===== src/design/bpos_consts.svh =====
// Constants for the bridge PWM output and shutdown stage
//
// Function
// - Forward: A active, D modulated, B/C inactive
// - Reverse: C active, B modulated, A/D inactive
// - Direction bit applies from next PWM cycle
// - Four counts early: B/D off, swap A/C
// - No dead-band in full-bridge mode
// - Per-pair polarity from low mode bits
// - Period flag set as each period begins
// - Three-bit field selects shutdown triggers
// - Firmware writing status one causes shutdown
// - Shutdown sets status bit until cleared
// - Shutdown forces enabled pins to shutdown state
// - Pair A/C shutdown state: low, high, float
// - Pair B/D shutdown state: low, high, float
// - Shutdown trigger is level sensitive
// - Status writes ignored while trigger active
// - Restart resumes modulated output at next period
// - Auto restart clears status when trigger leaves
// - Synced comparator delays shutdown via timer tick
// - Half-bridge dead-band in instruction cycles
// - Count equals instruction cycles of delay, four clocks each
// - Without auto restart firmware clears status
`ifndef BPOS_CONSTS_SVH
`define BPOS_CONSTS_SVH
// Register byte offsets
`define BPOS_ADDR_CTL 5'h00
`define BPOS_ADDR_ASD 5'h04
`define BPOS_ADDR_EPC 5'h08
`define BPOS_ADDR_PIN 5'h0c
`define BPOS_ADDR_STS 5'h10
// Reset values
`define BPOS_RST_CTL 8'h00
`define BPOS_RST_ASD 8'h00
`define BPOS_RST_EPC 8'h00
`define BPOS_RST_PIN 6'h0f
// Field positions
`define BPOS_DIR_BIT 7
`define BPOS_ASE_BIT 7
`define BPOS_RSEN_BIT 7
`define BPOS_SYNC1_BIT 4
`define BPOS_SYNC2_BIT 5
// Timing: lead of the direction swap, Tosc per Tcy
`define BPOS_END_LEAD 8'h04
`define BPOS_TOSC_PER_TCY 4
`define BPOS_TCY_LAST 2'((`BPOS_TOSC_PER_TCY) - 1)
`endif


===== src/design/bpos_pkg.sv =====
// Types for the bridge PWM output and shutdown stage
package bpos_pkg;
    // Output mode codes of the two high control bits
    typedef enum logic [1:0] {
        BPOS_SINGLE = 2'b00,
        BPOS_FWD    = 2'b01,
        BPOS_HALF   = 2'b10,
        BPOS_REV    = 2'b11
    } bpos_mode_t;

    // Whole state of the block
    typedef struct packed {
        logic [7:0]      ctl;     // capture_compare_pwm_control
        logic [7:0]      asd;     // auto_shutdown_control
        logic [7:0]      epc;     // enhanced_pwm_control
        logic [5:0]      pin;     // pin_direction_latch + sync bits
        logic            tpf;     // timer_period_flag
        logic            dir_act; // direction in force
        logic            hold;    // modulated pins held off
        logic            mod_en;  // modulation allowed
        logic            ase;     // shutdown_event_status
        logic [1:0]      presc;   // Tosc to Tcy divider
        logic [1:0][6:0] db_cnt;  // dead-band counters
        logic [1:0]      db_act;  // delayed half-bridge levels
        logic [2:0]      s1;      // synchroniser stage one
        logic [2:0]      s2;      // synchroniser stage two
        logic [1:0]      c_lat;   // tick-latched comparators
        logic            waitreq; // bus wait
        logic [7:0]      rdata;   // bus read data
        logic [3:0]      out;     // pin levels D..A
        logic [3:0]      oen;     // pin enables, low drives
    } bpos_st_t;
endpackage


===== src/design/bpos_top.sv =====
// Bridge PWM output steering, polarity, dead-band and shutdown
//
// Decided for this implementation: register access over Avalon-MM and the register offsets.
`timescale 1ns/1ps
`include "bpos_consts.svh"
module bpos_top
    import bpos_pkg::*;
(
    // Clock and reset
    input  wire logic        mclk,
    input  wire logic        sys_rst,
    // Avalon-MM slave
    input  wire logic [4:0]  avs_address,
    input  wire logic        avs_read,
    input  wire logic        avs_write,
    input  wire logic [3:0]  avs_byteenable,
    input  wire logic [31:0] avs_writedata,
    output logic      [31:0] avs_readdata,
    output logic             avs_waitrequest,
    // Period timer, same clock
    input  wire logic        pwm_in,
    input  wire logic        period_start,
    input  wire logic [7:0]  period_timer_count,
    input  wire logic [7:0]  period_register,
    input  wire logic        timer1_tick,
    // Asynchronous trigger inputs
    input  wire logic        comp1_out,
    input  wire logic        comp2_out,
    input  wire logic        ext_shutdown_n,
    // Bridge pins
    output logic             bridge_out_a,
    output logic             bridge_out_a_oe_n,
    output logic             bridge_out_b,
    output logic             bridge_out_b_oe_n,
    output logic             bridge_out_c,
    output logic             bridge_out_c_oe_n,
    output logic             bridge_out_d,
    output logic             bridge_out_d_oe_n
);

    bpos_st_t   r;        // Registered state
    bpos_st_t   n;        // Next state
    bpos_mode_t mode;     // Output mode field
    logic       enh;      // PWM mode selected
    logic       full;     // Full-bridge, either way
    logic       half;     // Half-bridge
    logic       pac;      // Pair A/C active low
    logic       pbd;      // Pair B/D active low
    logic       c1_low;   // Comparator 1 low
    logic       c2_low;   // Comparator 2 low
    logic       ext_low;  // External pin low
    logic       trig;     // Selected trigger level
    logic       sd;       // Shutdown in force
    logic       near_end; // Four counts before end
    logic       pend;     // Direction change waiting
    logic       acc;      // Bus access completes
    logic       wr_ok;    // Write with low lane
    logic       wr_asd;   // Write to shutdown reg
    logic       tcy;      // Instruction-cycle tick
    logic       pwm;      // Gated modulation
    logic [3:0] act;      // Active flags D..A
    logic [1:0] tgt;      // Half-bridge targets
    logic [1:0] ssel;     // Shutdown state of pair

    // Field decode
    assign mode   = bpos_mode_t'(r.ctl[7:6]);
    assign enh    = (r.ctl[3:2] == 2'h3);
    assign full   = (mode == BPOS_FWD) || (mode == BPOS_REV);
    assign half   = (mode == BPOS_HALF);
    assign pac    = r.ctl[1];
    assign pbd    = r.ctl[0];

    // Synced comparators wait for the timer tick copy
    assign c1_low = ~(r.pin[`BPOS_SYNC1_BIT] ? r.c_lat[0] : r.s2[0]);
    assign c2_low = ~(r.pin[`BPOS_SYNC2_BIT] ? r.c_lat[1] : r.s2[1]);
    assign ext_low = ~r.s2[2];

    // Level OR of the enabled sources; 000 disables
    assign trig = |(r.asd[6:4] & {ext_low, c2_low, c1_low});

    // Trigger acts the same cycle it is seen
    assign sd = r.ase | trig;

    // Four timer counts before period end
    assign near_end = (period_timer_count == (period_register - `BPOS_END_LEAD));
    assign pend     = full && (r.ctl[`BPOS_DIR_BIT] != r.dir_act);

    // Bus handshake: one wait cycle per access
    assign acc    = (avs_read | avs_write) & ~r.waitreq;
    assign wr_ok  = avs_write & acc & avs_byteenable[0];
    assign wr_asd = wr_ok && (avs_address == `BPOS_ADDR_ASD);

    // Dead-band ticks every fourth clock
    assign tcy = (r.presc == `BPOS_TCY_LAST);

    // No modulation until a clean period start
    assign pwm = pwm_in & r.mod_en;

    // Next-state logic
    always_comb begin
        n = r;
        act  = 4'h0;
        tgt  = 2'h0;
        ssel = 2'h0;

        // Two-stage synchronisers for pins
        n.s1 = {ext_shutdown_n, comp2_out, comp1_out};
        n.s2 = r.s1;
        // Comparator copy refreshed on timer tick
        if (timer1_tick) begin
            n.c_lat = r.s2[1:0];
        end

        // Divider for instruction cycles
        n.presc = r.presc + 2'h1;

        // Bus: wait high on first cycle
        n.waitreq = ~((avs_read | avs_write) & r.waitreq);
        // Read data captured while waiting
        if (avs_read & r.waitreq) begin
            unique case (avs_address)
                `BPOS_ADDR_CTL: n.rdata = r.ctl;
                `BPOS_ADDR_ASD: n.rdata = {r.ase, r.asd[6:0]};
                `BPOS_ADDR_EPC: n.rdata = r.epc;
                `BPOS_ADDR_PIN: n.rdata = {2'h0, r.pin};
                `BPOS_ADDR_STS: n.rdata = {5'h0, trig, r.dir_act, r.tpf};
                default:        n.rdata = 8'h00;
            endcase
        end

        // Register writes
        if (wr_ok) begin
            unique case (avs_address)
                `BPOS_ADDR_CTL: n.ctl = avs_writedata[7:0];
                `BPOS_ADDR_ASD: n.asd = avs_writedata[7:0];
                `BPOS_ADDR_EPC: n.epc = avs_writedata[7:0];
                `BPOS_ADDR_PIN: n.pin = avs_writedata[5:0];
                // Flag clear by writing one
                `BPOS_ADDR_STS: n.tpf = r.tpf & ~avs_writedata[0];
                default: ;
            endcase
        end
        // Period flag set wins over its clear
        if (period_start && enh) begin
            n.tpf = 1'b1;
        end

        // Shutdown status: trigger first, then write, then restart
        if (trig) begin
            n.ase = 1'b1;
        end else if (wr_asd) begin
            n.ase = avs_writedata[`BPOS_ASE_BIT];
        end else if (r.epc[`BPOS_RSEN_BIT] && r.ase) begin
            n.ase = 1'b0;
        end

        // Modulation gate reopens only at a period start
        if (sd || !enh) begin
            n.mod_en = 1'b0;
        end else if (period_start) begin
            n.mod_en = 1'b1;
        end

        // Direction: hold ends at period start
        if (period_start) begin
            n.hold = 1'b0;
            if (!full) begin
                n.dir_act = r.ctl[`BPOS_DIR_BIT];
            end
        end
        // Swap early, idle modulated pins until period start
        if (near_end && pend) begin
            n.dir_act = r.ctl[`BPOS_DIR_BIT];
            n.hold    = 1'b1;
        end

        // Half-bridge targets, complementary
        tgt[0] = half & pwm;
        tgt[1] = half & r.mod_en & ~pwm_in;
        // Dead-band delays only the rise
        for (int i = 0; i < 2; i++) begin
            if (!tgt[i]) begin
                n.db_act[i] = 1'b0;
                n.db_cnt[i] = 7'h00;
            end else if (!r.db_act[i]) begin
                if (r.db_cnt[i] >= r.epc[6:0]) begin
                    n.db_act[i] = 1'b1;
                end else if (tcy) begin
                    n.db_cnt[i] = r.db_cnt[i] + 7'h01;
                end
            end
        end

        // Active flags per mode
        unique case (mode)
            // Full-bridge gets no dead-band
            BPOS_FWD: begin
                act[0] = ~r.dir_act;
                act[3] = ~r.dir_act & pwm & ~r.hold;
                act[2] = r.dir_act;
                act[1] = r.dir_act & pwm & ~r.hold;
            end
            BPOS_REV: begin
                act[2] = r.dir_act;
                act[1] = r.dir_act & pwm & ~r.hold;
                act[0] = ~r.dir_act;
                act[3] = ~r.dir_act & pwm & ~r.hold;
            end
            BPOS_HALF: begin
                act[0] = n.db_act[0];
                act[1] = n.db_act[1];
            end
            // Single-output steering not built here
            BPOS_SINGLE: act = 4'h0;
        endcase

        // Polarity per pair: active low inverts
        n.out = act ^ {pbd, pac, pbd, pac};
        n.oen = r.pin[3:0] | {4{~enh}};
        // Pins C and D unused in half-bridge
        if (half) begin
            n.oen[3:2] = 2'h3;
        end
        if (mode == BPOS_SINGLE) begin
            n.oen = 4'hf;
        end

        // Shutdown overrides enabled pins only
        if (sd && enh) begin
            ssel = r.asd[3:2];
            n.out[0] = ssel[0];
            n.out[2] = ssel[0];
            n.oen[0] = n.oen[0] | ssel[1];
            n.oen[2] = n.oen[2] | ssel[1];
            ssel = r.asd[1:0];
            n.out[1] = ssel[0];
            n.out[3] = ssel[0];
            n.oen[1] = n.oen[1] | ssel[1];
            n.oen[3] = n.oen[3] | ssel[1];
        end
    end

    // State register, synchronous reset
    always_ff @(posedge mclk) begin
        if (sys_rst) begin
            r         <= '0;
            r.ctl     <= `BPOS_RST_CTL;
            r.asd     <= `BPOS_RST_ASD;
            r.epc     <= `BPOS_RST_EPC;
            r.pin     <= `BPOS_RST_PIN;
            r.waitreq <= 1'b1;
            r.s1      <= 3'h7;
            r.s2      <= 3'h7;
            r.c_lat   <= 2'h3;
            r.oen     <= 4'hf;
        end else begin
            r <= n;
        end
    end

    // Outputs straight from the state flops
    assign avs_readdata      = {24'h000000, r.rdata};
    assign avs_waitrequest   = r.waitreq;
    assign bridge_out_a      = r.out[0];
    assign bridge_out_a_oe_n = r.oen[0];
    assign bridge_out_b      = r.out[1];
    assign bridge_out_b_oe_n = r.oen[1];
    assign bridge_out_c      = r.out[2];
    assign bridge_out_c_oe_n = r.oen[2];
    assign bridge_out_d      = r.out[3];
    assign bridge_out_d_oe_n = r.oen[3];
endmodule


===== config.mk =====
export PLATFORM = sky130hd
export DESIGN_NAME = bpos_top
export DESIGN_NICKNAME = d
export VERILOG_FILES = /design/src/design/bpos_pkg.sv /design/src/design/bpos_top.sv
export VERILOG_INCLUDE_DIRS = /design/src /design/src/design
export SDC_FILE = /design/constraint.sdc
export NUM_CORES = 1
export LEC_CHECK = 0
export BUFFER_PORTS_ARGS = -buffer_cell sky130_fd_sc_hd__buf_2
export CORE_ASPECT_RATIO = 0.8
export CORE_MARGIN = 2
export CORE_UTILIZATION = 53
export CTS_CLUSTER_DIAMETER = 100
export CTS_CLUSTER_SIZE = 20
export DETAILED_ROUTE_END_ITERATION = 16
export GPL_TIMING_DRIVEN = 0
export PLACE_DENSITY = 0.88
export SLEW_MARGIN = 10
export SYNTH_ARGS = -nofsm -noshare
export SYNTH_HDL_FRONTEND = slang
export SYNTH_SLANG_ARGS = --single-unit

===== constraint.sdc =====
create_clock -name mclk -period 2.9 [get_ports mclk]
set_input_delay 0.145 -clock mclk [delete_from_list [all_inputs] [get_ports mclk]]
set_output_delay 0.145 -clock mclk [all_outputs]
set_load 0.05 [all_outputs]

# Word-level counts from Yosys, hierarchy flattened
# Index checks and enable logic that the tools add are counted.
dict set report word_totals {
  word_cells 128
  reg_bits 78
  inputBits 67
}
dict set report classes {
  n_bitwise 39
  order_cmp 2
  n_mux 23
  add_sub_neg 4
  n_reduce_logical 28
  n_eq_ne 12
}
# operator count
set op_table {}
lappend op_table {{8-bit one-hot mux with 5 select lines} 1}
lappend op_table {{1-bit NOT} 16}
lappend op_table {{1-bit two-way mux} 15}
lappend op_table {{7-bit by 1-bit adder with 7-bit output (second input constant)} 2}
lappend op_table {{1-bit AND} 14}
lappend op_table {{7-bit >= comparator} 2}
lappend op_table {{2-bit AND reduction} 6}
lappend op_table {{5-bit by 4-bit equality test with 1-bit output (second input constant)} 2}
lappend op_table {{2-bit equality test (second input constant)} 4}
lappend op_table {{8-bit equality test} 1}
lappend op_table {{2-bit two-way mux} 4}
lappend op_table {{8-bit two-way mux} 1}
lappend op_table {{2-bit OR reduction} 4}
lappend op_table {{8-bit by 3-bit subtractor with 8-bit output (second input constant)} 1}
lappend op_table {{1-bit logical AND} 6}
lappend op_table {{1-bit OR} 6}
lappend op_table {{2-bit one-hot mux with 3 select lines} 1}
lappend op_table {{3-bit AND reduction} 2}
lappend op_table {{2-bit nonzero test} 3}
lappend op_table {{5-bit by 3-bit equality test with 1-bit output (second input constant)} 1}
lappend op_table {{5-bit equality test (second input constant)} 1}
lappend op_table {{5-bit logical NOT} 1}
lappend op_table {{4-bit two-way mux} 1}
lappend op_table {{4-bit OR} 1}
lappend op_table {{other kinds (11)} 12}

# Longest topological paths before layout
# Gate-level depths: netlist of run 1.
dict set report depth {
  ltp_word 7
  depth_mapped 7
}

# Worst setup path after synthesis of run 1
# No wires, ideal clock.
dict set report synth_timing {
  path_kind {reg-to-reg}
  from {register r, in the netlist avs_waitrequest}
  to {register r[61] in the netlist's numbering}
  arrival_ns 1.877
  path_buffers 1
  required_ns 2.772
  path_slack_ns 0.896
  stages_incl_launch_ff 7
  period_less_slack_ns 2.004
  setup_time_ns 0.128
  cell_sequence {dfxtp_1 > or4b_4 > nor3_4 > and3b_1 > buf_6 > mux2i_1 > nor2_1}
}
dict set report synth_between {
  elab_chain_cells 5
}
# item line_no
set synth_lines {}
lappend synth_lines {{start: declaration} bpos_top.sv:41} ;# bpos_st_t r;
lappend synth_lines {{start signal: assignment} bpos_top.sv:257} ;# r <= n;
lappend synth_lines {{1-bit NOT} bpos_top.sv:89} ;# assign acc = (avs_read | avs_write) & ~r.waitreq;
lappend synth_lines {{1-bit AND} bpos_top.sv:89}
lappend synth_lines {{1-bit AND (2 in a row)} bpos_top.sv:90} ;# assign wr_ok = avs_write & acc & avs_byteenable[0];
lappend synth_lines {{2-bit AND reduction (no line)} n/a}
# No other way between the ends.
# A chain may end at the register's enable or synchronous reset.

# Worst setup path in the final report of run 1
dict set report layout_timing {
  from {register r[58] in the netlist's numbering}
  to {register r, in the netlist bridge_out_a}
}
dict set report layout_between {
  elab_chain_cells 7
}
# item line_no
set layout_lines {}
lappend layout_lines {{7-bit >= comparator} bpos_top.sv:186} ;# if (r.db_cnt[i] >= r.epc[6:0]) begin
lappend layout_lines {{1-bit two-way mux} bpos_top.sv:186}
lappend layout_lines {{1-bit two-way mux} bpos_top.sv:185} ;# end else if (!r.db_act[i]) begin
lappend layout_lines {{1-bit two-way mux} bpos_top.sv:182} ;# if (!tgt[i]) begin
lappend layout_lines {{2-bit one-hot mux with 3 select lines} bpos_top.sv:195} ;# unique case (mode)
lappend layout_lines {{4-bit bitwise XOR} bpos_top.sv:218} ;# n.out = act ^ {pbd, pac, pbd, pac};
lappend layout_lines {{8-bit two-way mux} bpos_top.sv:229} ;# if (sd && enh) begin
# No other way between the ends.

==> summary.txt, run 1 <==
Setup path
  – R2R Path End: bridge_out_a
  – CP arrival: 2.59 ns
  – Critical path's top delay family: compound AO/OA/AOI/OAI gates
  – Critical path buffers and inverters: 1
  – Critical Path Source Type: flop
  – CP cell instances: inv_1 > ha_1 > a211oi_1 > o21ai_0 > a21oi_1 > or4_1 > a41oi_1
  – R2R Setup Slk: 0.59 ns
  – Critical path class: reg2reg
  – CP max stage cell: o21ai_0
  – Worst Path Required: 3.18 ns
  – Peak fanout along the critical path: 4
  – Crit-path max cell delay: 0.51 ns
  – CP Depth: 7
  – CP endpoint kind: flop
  – Cell depth of the worst flop-to-flop path: 7
  – Reg-to-Reg Start: r[58]

Floorplan
  – Core Footprint: 7390 sq um
  – IO Pins: 108
  – Initial core utilization: 54.6%
  – Die extent in y: 82.1 um
  – DIE AREA: 8330 sq um
  – Row Count: 28
  – Die X: 102 um

Global route
  – First-pass GRT wire length: 16000 um
  – Overflow after GRT: 0
  – Initial antenna violation count: 0
  – Vias in the first global route: 3292
  – Largest net degree at the start of global routing: 17
  – Met2 GRT Util: 39.0%
  – Busiest layer in global routing: met2
  – Met1 Usage GRT: 33.6%
  – Met3 Track Usage GR: 7.23%
  – Total Routing Usage GR: 24.9%

STA
  – Worst slew pin tran: 0.659 ns
  – # setup viols final: 0
  – RSZ-0062 raised after global routing: no
  – Slew margin rel.: 56.0%
  – Final min period: 2.31 ns
  – Final Hold Violating Endpoints: 0
  – Fmax: 433 MHz
  – Setup TNS: 0 ns
  – Max Transition Viols Final: 0
  – Fin crit share: 79.7%
  – Clk_skew: 0.0126 ns

Final layout
  – Commonest non-fill, non-tap cell in the layout: dfxtp_1
  – Most frequent cells in the layout: dfxtp_1, buf_2, nor2_1
  – Syn-to-layout area delta: 18.6%
  – Layout cells sized above 1: 23.4%
  – Post-Layout Inst Area: 4790 sq um
  – Storage element area: 1540 sq um
  – Area of the multi-input gates: 2200 sq um
  – Ant. Diodes: 0
  – Fill count: 607
  – Final-stage net count: 627

Drt
  – Post-route ant nets: 0
  – Drt pass-1 iters: 5
  – Vias: 3588
  – DRC errors left: 0
  – WL final: 9890 um
  – 1st-iter DRT viols: 264
  – Routed vias/inst: 5.50
  – Post-DR wirelength/cell: 15.2 um

Clock tree
  – Clock slew at reported path FFs: 0.09 ns
  – CTS Buf Count: 9
  – H-tree Lvls: 3
  – Post-CTS Hold Buffers: 4
  – CTS sink cnt: 77
  – Root Buffer: clkbuf_8
  – Clock Tree Buf Depth: 2
  – Clk Latency, worst-skew pair: 0.36 ns
  – CTS tree: yes
  – CTS resizes: 0
  – Post-CTS setup buffers: 0

Hold path
  – HP Start: avs_write
  – Class of the worst hold path: in2reg
  – Hold Path Depth: 2
  – Hold EP: avs_waitrequest

Yosys
  – Sequential area share after synthesis: 38.2%
  – Flops & latches, synth: 77
  – YS warnings: 0
  – Synth Cell Area: 4040 sq um
  – EDFF count, synth: 0
  – Post-synthesis cell count: 448
  – Ys async rst share: 0%
  – Avg Cell Area, Syn: 9.01 sq um
  – Top_reg_cell synth: dfxtp_1
  – Netlist cell types: 55

Power and ir drop
  – Leak Pwr: 1.94 nW
  – Power per Cell Area: 455 nW/um^2
  – VDD IR-drop max: 0.335 mV

Placement
  – RePlAce Congestion: 0.960
  – Final HPWL DP: 7510 um
  – Placed Area: 4530 sq um
  – Buffers on Ports: 56

Job
  – Max Cap Viol: 0

Run status
  – Run status: completed
==> worst register-to-register path, cell delays in order (launching register included) <==
cell	delay, ns
dfxtp_1	0.37
inv_1	0.10
ha_1	0.31
a211oi_1	0.07
o21ai_0	0.51
a21oi_1	0.19
or4_1	0.46
a41oi_1	0.23
==> registers in the layout, indices dropped and copies added, names as in the netlist <==
| name | cells |
|---|---|
| pac | 1 |
| r | 53 |
| pbd | 1 |
| bridge_out_b | 1 |
| avs_readdata | 8 |
| avs_waitrequest | 1 |
| bridge_out_b_oe_n | 1 |
| bridge_out_d_oe_n | 1 |
| n | 3 |
| bridge_out_a_oe_n | 1 |
| bridge_out_d | 1 |
| bridge_out_a | 1 |
| bridge_out_c | 1 |
| bridge_out_c_oe_n | 1 |
| mode | 2 |
==> metrics by stage <==
step	worst slack [ns]	hold WS (ns)	power, W	util, %	instances
after CTS	0.616	0.00612	0.00218	64.7	652
after global routing	0.467	0.00429	0.00226	64.7	652
final	0.588	0.0157	0.00218	64.7	652
after floorplan	0.896	0.249	0.00126	-	471
after global placement	0.763	0.328	0.00132	61.3	632
after detailed placement	0.649	0.332	0.00132	61.3	632
==> cell usage after synthesis, drive strengths merged (2+ instances only) <==
master   instances  share of area, %
a211oi           5              0.93
inv             18               1.7
nand2b           3              0.47
buf             35               6.4
dfxtp           77                38
and2             3              0.47
a211o            5               1.1
nor3             5              0.90
a21bo            2              0.50
a21oi           29               3.6
o211ai           2              0.37
a22oi            7               1.3
o21ai            8              0.99
a221o            2              0.50
nand2           35               3.3
mux4             6               3.3
a21o             4              0.74
mux2i           23               5.7
a2111oi          5               1.5
xor2             5               1.1
clkbuf          12               1.1
xnor2           14               3.0
and4             3              0.65
and3b            2              0.43
or2              6              0.93
nand3           30               3.8
ha              18               5.6
a31oi            2              0.31
nand4            3              0.47
nand3b           2              0.37
or3              4              0.62
nor2b           10               1.5
nor2            47               4.4
==> logic make-up (layout without fill, tap and decap cells) <==
logic type / Yosys count / after routing / share of synthesized area (%)
buffers and inverters: 66 / 142 / 9.33
AOI/OAI and AO/OA: 79 / 79 / 13.8
DFF: 77 / 77 / 38.2
other: 1 / 24 / 0.0929
adders and majority gates: 18 / 18 / 5.58
xor gates and xnor gates: 19 / 19 / 4.12
and+or+nand+nor: 158 / 158 / 19.6
muxes: 30 / 30 / 9.33
==> metal layers <==
metal  routed length (um)  up-vias
met1                 4060     1658
met5                    0        -
met3                 1040       34
li1                     -     1706
met4                  223        0
met2                 4570      190
==> cell type report <==
class,count,share of cell area (%)
inverters,19,1.49
clock inverters,7,1.83
plain buffers,47,6.38
multi-input cells,328,46.1
repair buffers,60,6.69
flip-flops and latches,77,32.2
clock buffers,9,2.59
well taps,105,2.75
==> worst max-delay path by stage <==
stage	slack, ns	end	start
finish	0.59	bridge_out_a	r[58]
global route	0.47	r[28]	r[58]
CTS	0.62	bridge_out_a	r[58]
detailed placement	0.65	r[28]	r[58]
global placement	0.76	r[28]	r[27]
floorplan	0.90	r[61]	avs_waitrequest
==> power breakdown <==
group | leakage, nW | internal, W | switching (W) | total, W
clock | 0.109 | 0.000420 | 0.000450 | 0.000870
sequential | 0.623 | 0.00107 | 0.00000417 | 0.00107
combinational | 1.21 | 0.0000805 | 0.000156 | 0.000236
total | 1.94 | 0.00157 | 0.000610 | 0.00218
(Power assumes the default switching activity.)
==> run 2, diff against run 1 <==
clock period = 2.2 ns   (was 2.9 ns; I/O delays follow)
==> run 2 against run 1 <==
  * Cell count grew 0.31%
  * Clock power increased by 32%
  * Global-route usage is 0.055 points higher
  * Flip-flop and latch count unchanged
  * Setup slack worse by 0.56 ns
==> summary.txt, run 2 (same netlist as run 1, synthesis figures left out) <==
STA
  – Slew margin rel.: 56.9% (+0.84 points)
  – Worst setup margin: 0.0333 ns (-0.555 ns)
  – Fin crit share: 98.5% (+19 points)
  – Final Hold Violating Endpoints: 0 (unchanged)
  – Final min period: 2.17 ns (-0.145 ns)
  – RSZ-0062 raised after global routing: yes
  – Worst slew pin tran: 0.647 ns (-0.0125 ns)
  – Max Transition Viols Final: 0 (unchanged)
  – Fmax: 462 MHz (+6.7%)
  – Clk_skew: 0.0109 ns (-0.00168 ns)
  – # setup viols final: 0 (unchanged)

Hold path
  – HP Start: avs_writedata[7]
  – Hold EP: mode[1]
  – Class of the worst hold path: in2reg
  – Hold Path Depth: 3 (+1)

Setup path
  – CP endpoint kind: flop
  – Critical Path Source Type: flop
  – CP arrival: 2.45 ns (-0.14 ns)
  – Crit-path max cell delay: 0.44 ns (-0.07 ns)
  – Critical path's top delay family: simple AND/OR/NAND/NOR gates
  – CP max stage cell: or4_1
  – R2R Setup Slk: 0.03 ns (-0.56 ns)
  – Peak fanout along the critical path: 4 (unchanged)
  – Reg-to-Reg Start: r[58]
  – CP cell instances: inv_1 > ha_1 > nand4_1 > nor2_2 > a21oi_1 > or4_1 > a41oi_1
  – Critical path buffers and inverters: 1 (unchanged)
  – R2R Path End: bridge_out_a
  – Cell depth of the worst flop-to-flop path: 7 (unchanged)
  – Worst Path Required: 2.48 ns (-0.70 ns)
  – Critical path class: reg2reg
  – CP Depth: 7 (unchanged)

Drt
  – DRC errors left: 0 (unchanged)
  – 1st-iter DRT viols: 291 (+10%)
  – Post-DR wirelength/cell: 15.4 um (+1.5%)
  – Vias: 3582 (-0.17%)
  – Drt pass-1 iters: 5 (unchanged)
  – WL final: 10100 um (+1.8%)
  – Post-route ant nets: 0 (unchanged)
  – Routed vias/inst: 5.48 (-0.47%)

Floorplan
  – Die extent in y: 82.1 um (unchanged)
  – Die X: 102 um (unchanged)
  – Row Count: 28 (unchanged)
  – Core Footprint: 7390 sq um (unchanged)
  – DIE AREA: 8330 sq um (unchanged)
  – IO Pins: 108 (unchanged)
  – Initial core utilization: 54.6% (unchanged)

Final layout
  – Commonest non-fill, non-tap cell in the layout: dfxtp_1
  – Post-Layout Inst Area: 4870 sq um (+1.7%)
  – Area of the multi-input gates: 2270 sq um (+2.8%)
  – Biggest register: r
  – Storage element area: 1540 sq um (unchanged)
  – Most frequent cells in the layout: dfxtp_1, buf_2, nor2_1
  – Fill count: 597 (-1.6%)
  – Ant. Diodes: 0 (unchanged)
  – Max reg flops: 53 (unchanged)
  – Layout cells sized above 1: 24.2% (+0.83 points)
  – Syn-to-layout area delta: 20.6%
  – Final-stage net count: 629 (+0.32%)

Power and ir drop
  – Power per Cell Area: 592 nW/um^2 (+30%)
  – Leak Pwr: 1.96 nW (+0.94%)
  – Net load switching power: 0.000813 W (+33%)
  – Comb pwr share: 11.0% (about the same)
  – Total power: 0.00288 W (+32%)
  – Clock power share: 40.1% (about the same)
  – Sw Share: 28.2% (+0.21 points)
  – VDD IR-drop max: 0.441 mV (+32%)
  – Sequential power share: 48.9% (-0.3 points)
  – Int Pwr: 0.00207 W (+32%)

Clock tree
  – Clock Tree Buf Depth: 2 (unchanged)
  – Clock slew at reported path FFs: 0.10 ns (about the same)
  – CTS sink cnt: 77 (unchanged)
  – Root Buffer: clkbuf_8
  – CTS Buf Count: 9 (unchanged)
  – Clk Latency, worst-skew pair: 0.36 ns (about the same)
  – Post-CTS setup buffers: 0 (unchanged)
  – CTS tree: yes
  – H-tree Lvls: 3 (unchanged)

Placement
  – Placed Area: 4530 sq um (unchanged)
  – RePlAce Congestion: 0.960 (unchanged)
  – Final HPWL DP: 7510 um (unchanged)
  – Buffers on Ports: 56 (unchanged)
  – Place WS: -0.0513 ns (-0.700 ns)

Global route
  – Largest net degree at the start of global routing: 17 (unchanged)
  – Total Routing Usage GR: 25.0% (+0.055 points)
  – Overflow after GRT: 0 (unchanged)
  – First-pass GRT wire length: 16100 um (+0.17%)
  – Initial antenna violation count: 0 (unchanged)
  – Vias in the first global route: 3293 (+0.030%)

Job
  – Max Cap Viol: 0 (unchanged)

Run status
  – Run status: completed
[run 2: changes by cell type in the layout (fill, tap and decap cells not counted), sizes merged]
cell and change:
dlygate4sd3 +2
[run 2: final cells by class]
cell class	instances	share of cell area (%)
inverter	19	1.47
clock buffer	9	2.54
sequential	77	31.7
clock inverter	7	1.80
buffer	47	6.27
timing repair buffer	62	6.99
multi-input combinational	328	46.6
tap	105	2.70
[run 2: timing repair]
| item | in CTS | in global routing |
|---|---|---|
| setup endpoints to repair | 5 | 12 |
| hold endpoints to repair | 5 | 0 |
| pin swaps | 0 | 2 |
| gates resized for setup | 2 | 10 |
| hold buffers | 6 | 0 |
[run 2: worst register-to-register path, stage by stage, from the launching register on]
cell and delay (ns):
dfxtp_1 0.37, inv_1 0.10, ha_1 0.31, nand4_1 0.11, nor2_2 0.32, a21oi_1 0.21, or4_1 0.44, a41oi_1 0.23
[run 2: how the worst max path moves through the flow]
stage	from	endpoint	slack [ns]
floorplan	avs_waitrequest	r[61]	0.20
global placement	r[27]	r[28]	0.06
detailed placement	r[58]	r[28]	-0.05
CTS	r[60]	r[40]	-0.007
global route	r[58]	bridge_out_a	-0.05
finish	r[58]	bridge_out_a	0.03
[run 2: metal layers]
layer / global-route usage [%] / up-vias / share of wire (%)
li1: - / 1713 / -
met1: 33.6 / 1649 / 41
met3: 7.23 / 39 / 10
met5: 0 / - / 0
met2: 39.1 / 181 / 46
met4: 7.16 / 0 / 2.6
[run 2: metrics by stage]
stage | TNS, ns | std cells | utilization, % | hold slack (ns)
finish | 0 | 654 | 65.8 | 0.0334
global route | -0.0691 | 654 | 65.8 | 0.0160
CTS | -0.00723 | 654 | 65.1 | 0.0146
detailed placement | -0.121 | 632 | 61.3 | 0.297
global placement | 0 | 632 | 61.3 | 0.293
floorplan | 0 | 471 | - | 0.214
[run 2: power groups by stage]
| stage | clock [W] | combinational, W | sequential, W |
|---|---|---|---|
| floorplan | 0 | 0.000214 | 0.00145 |
| global placement | 0 | 0.000295 | 0.00144 |
| detailed placement | 0 | 0.000300 | 0.00144 |
| CTS | 0.00116 | 0.000310 | 0.00141 |
| global route | 0.00124 | 0.000337 | 0.00141 |
| finish | 0.00115 | 0.000316 | 0.00141 |
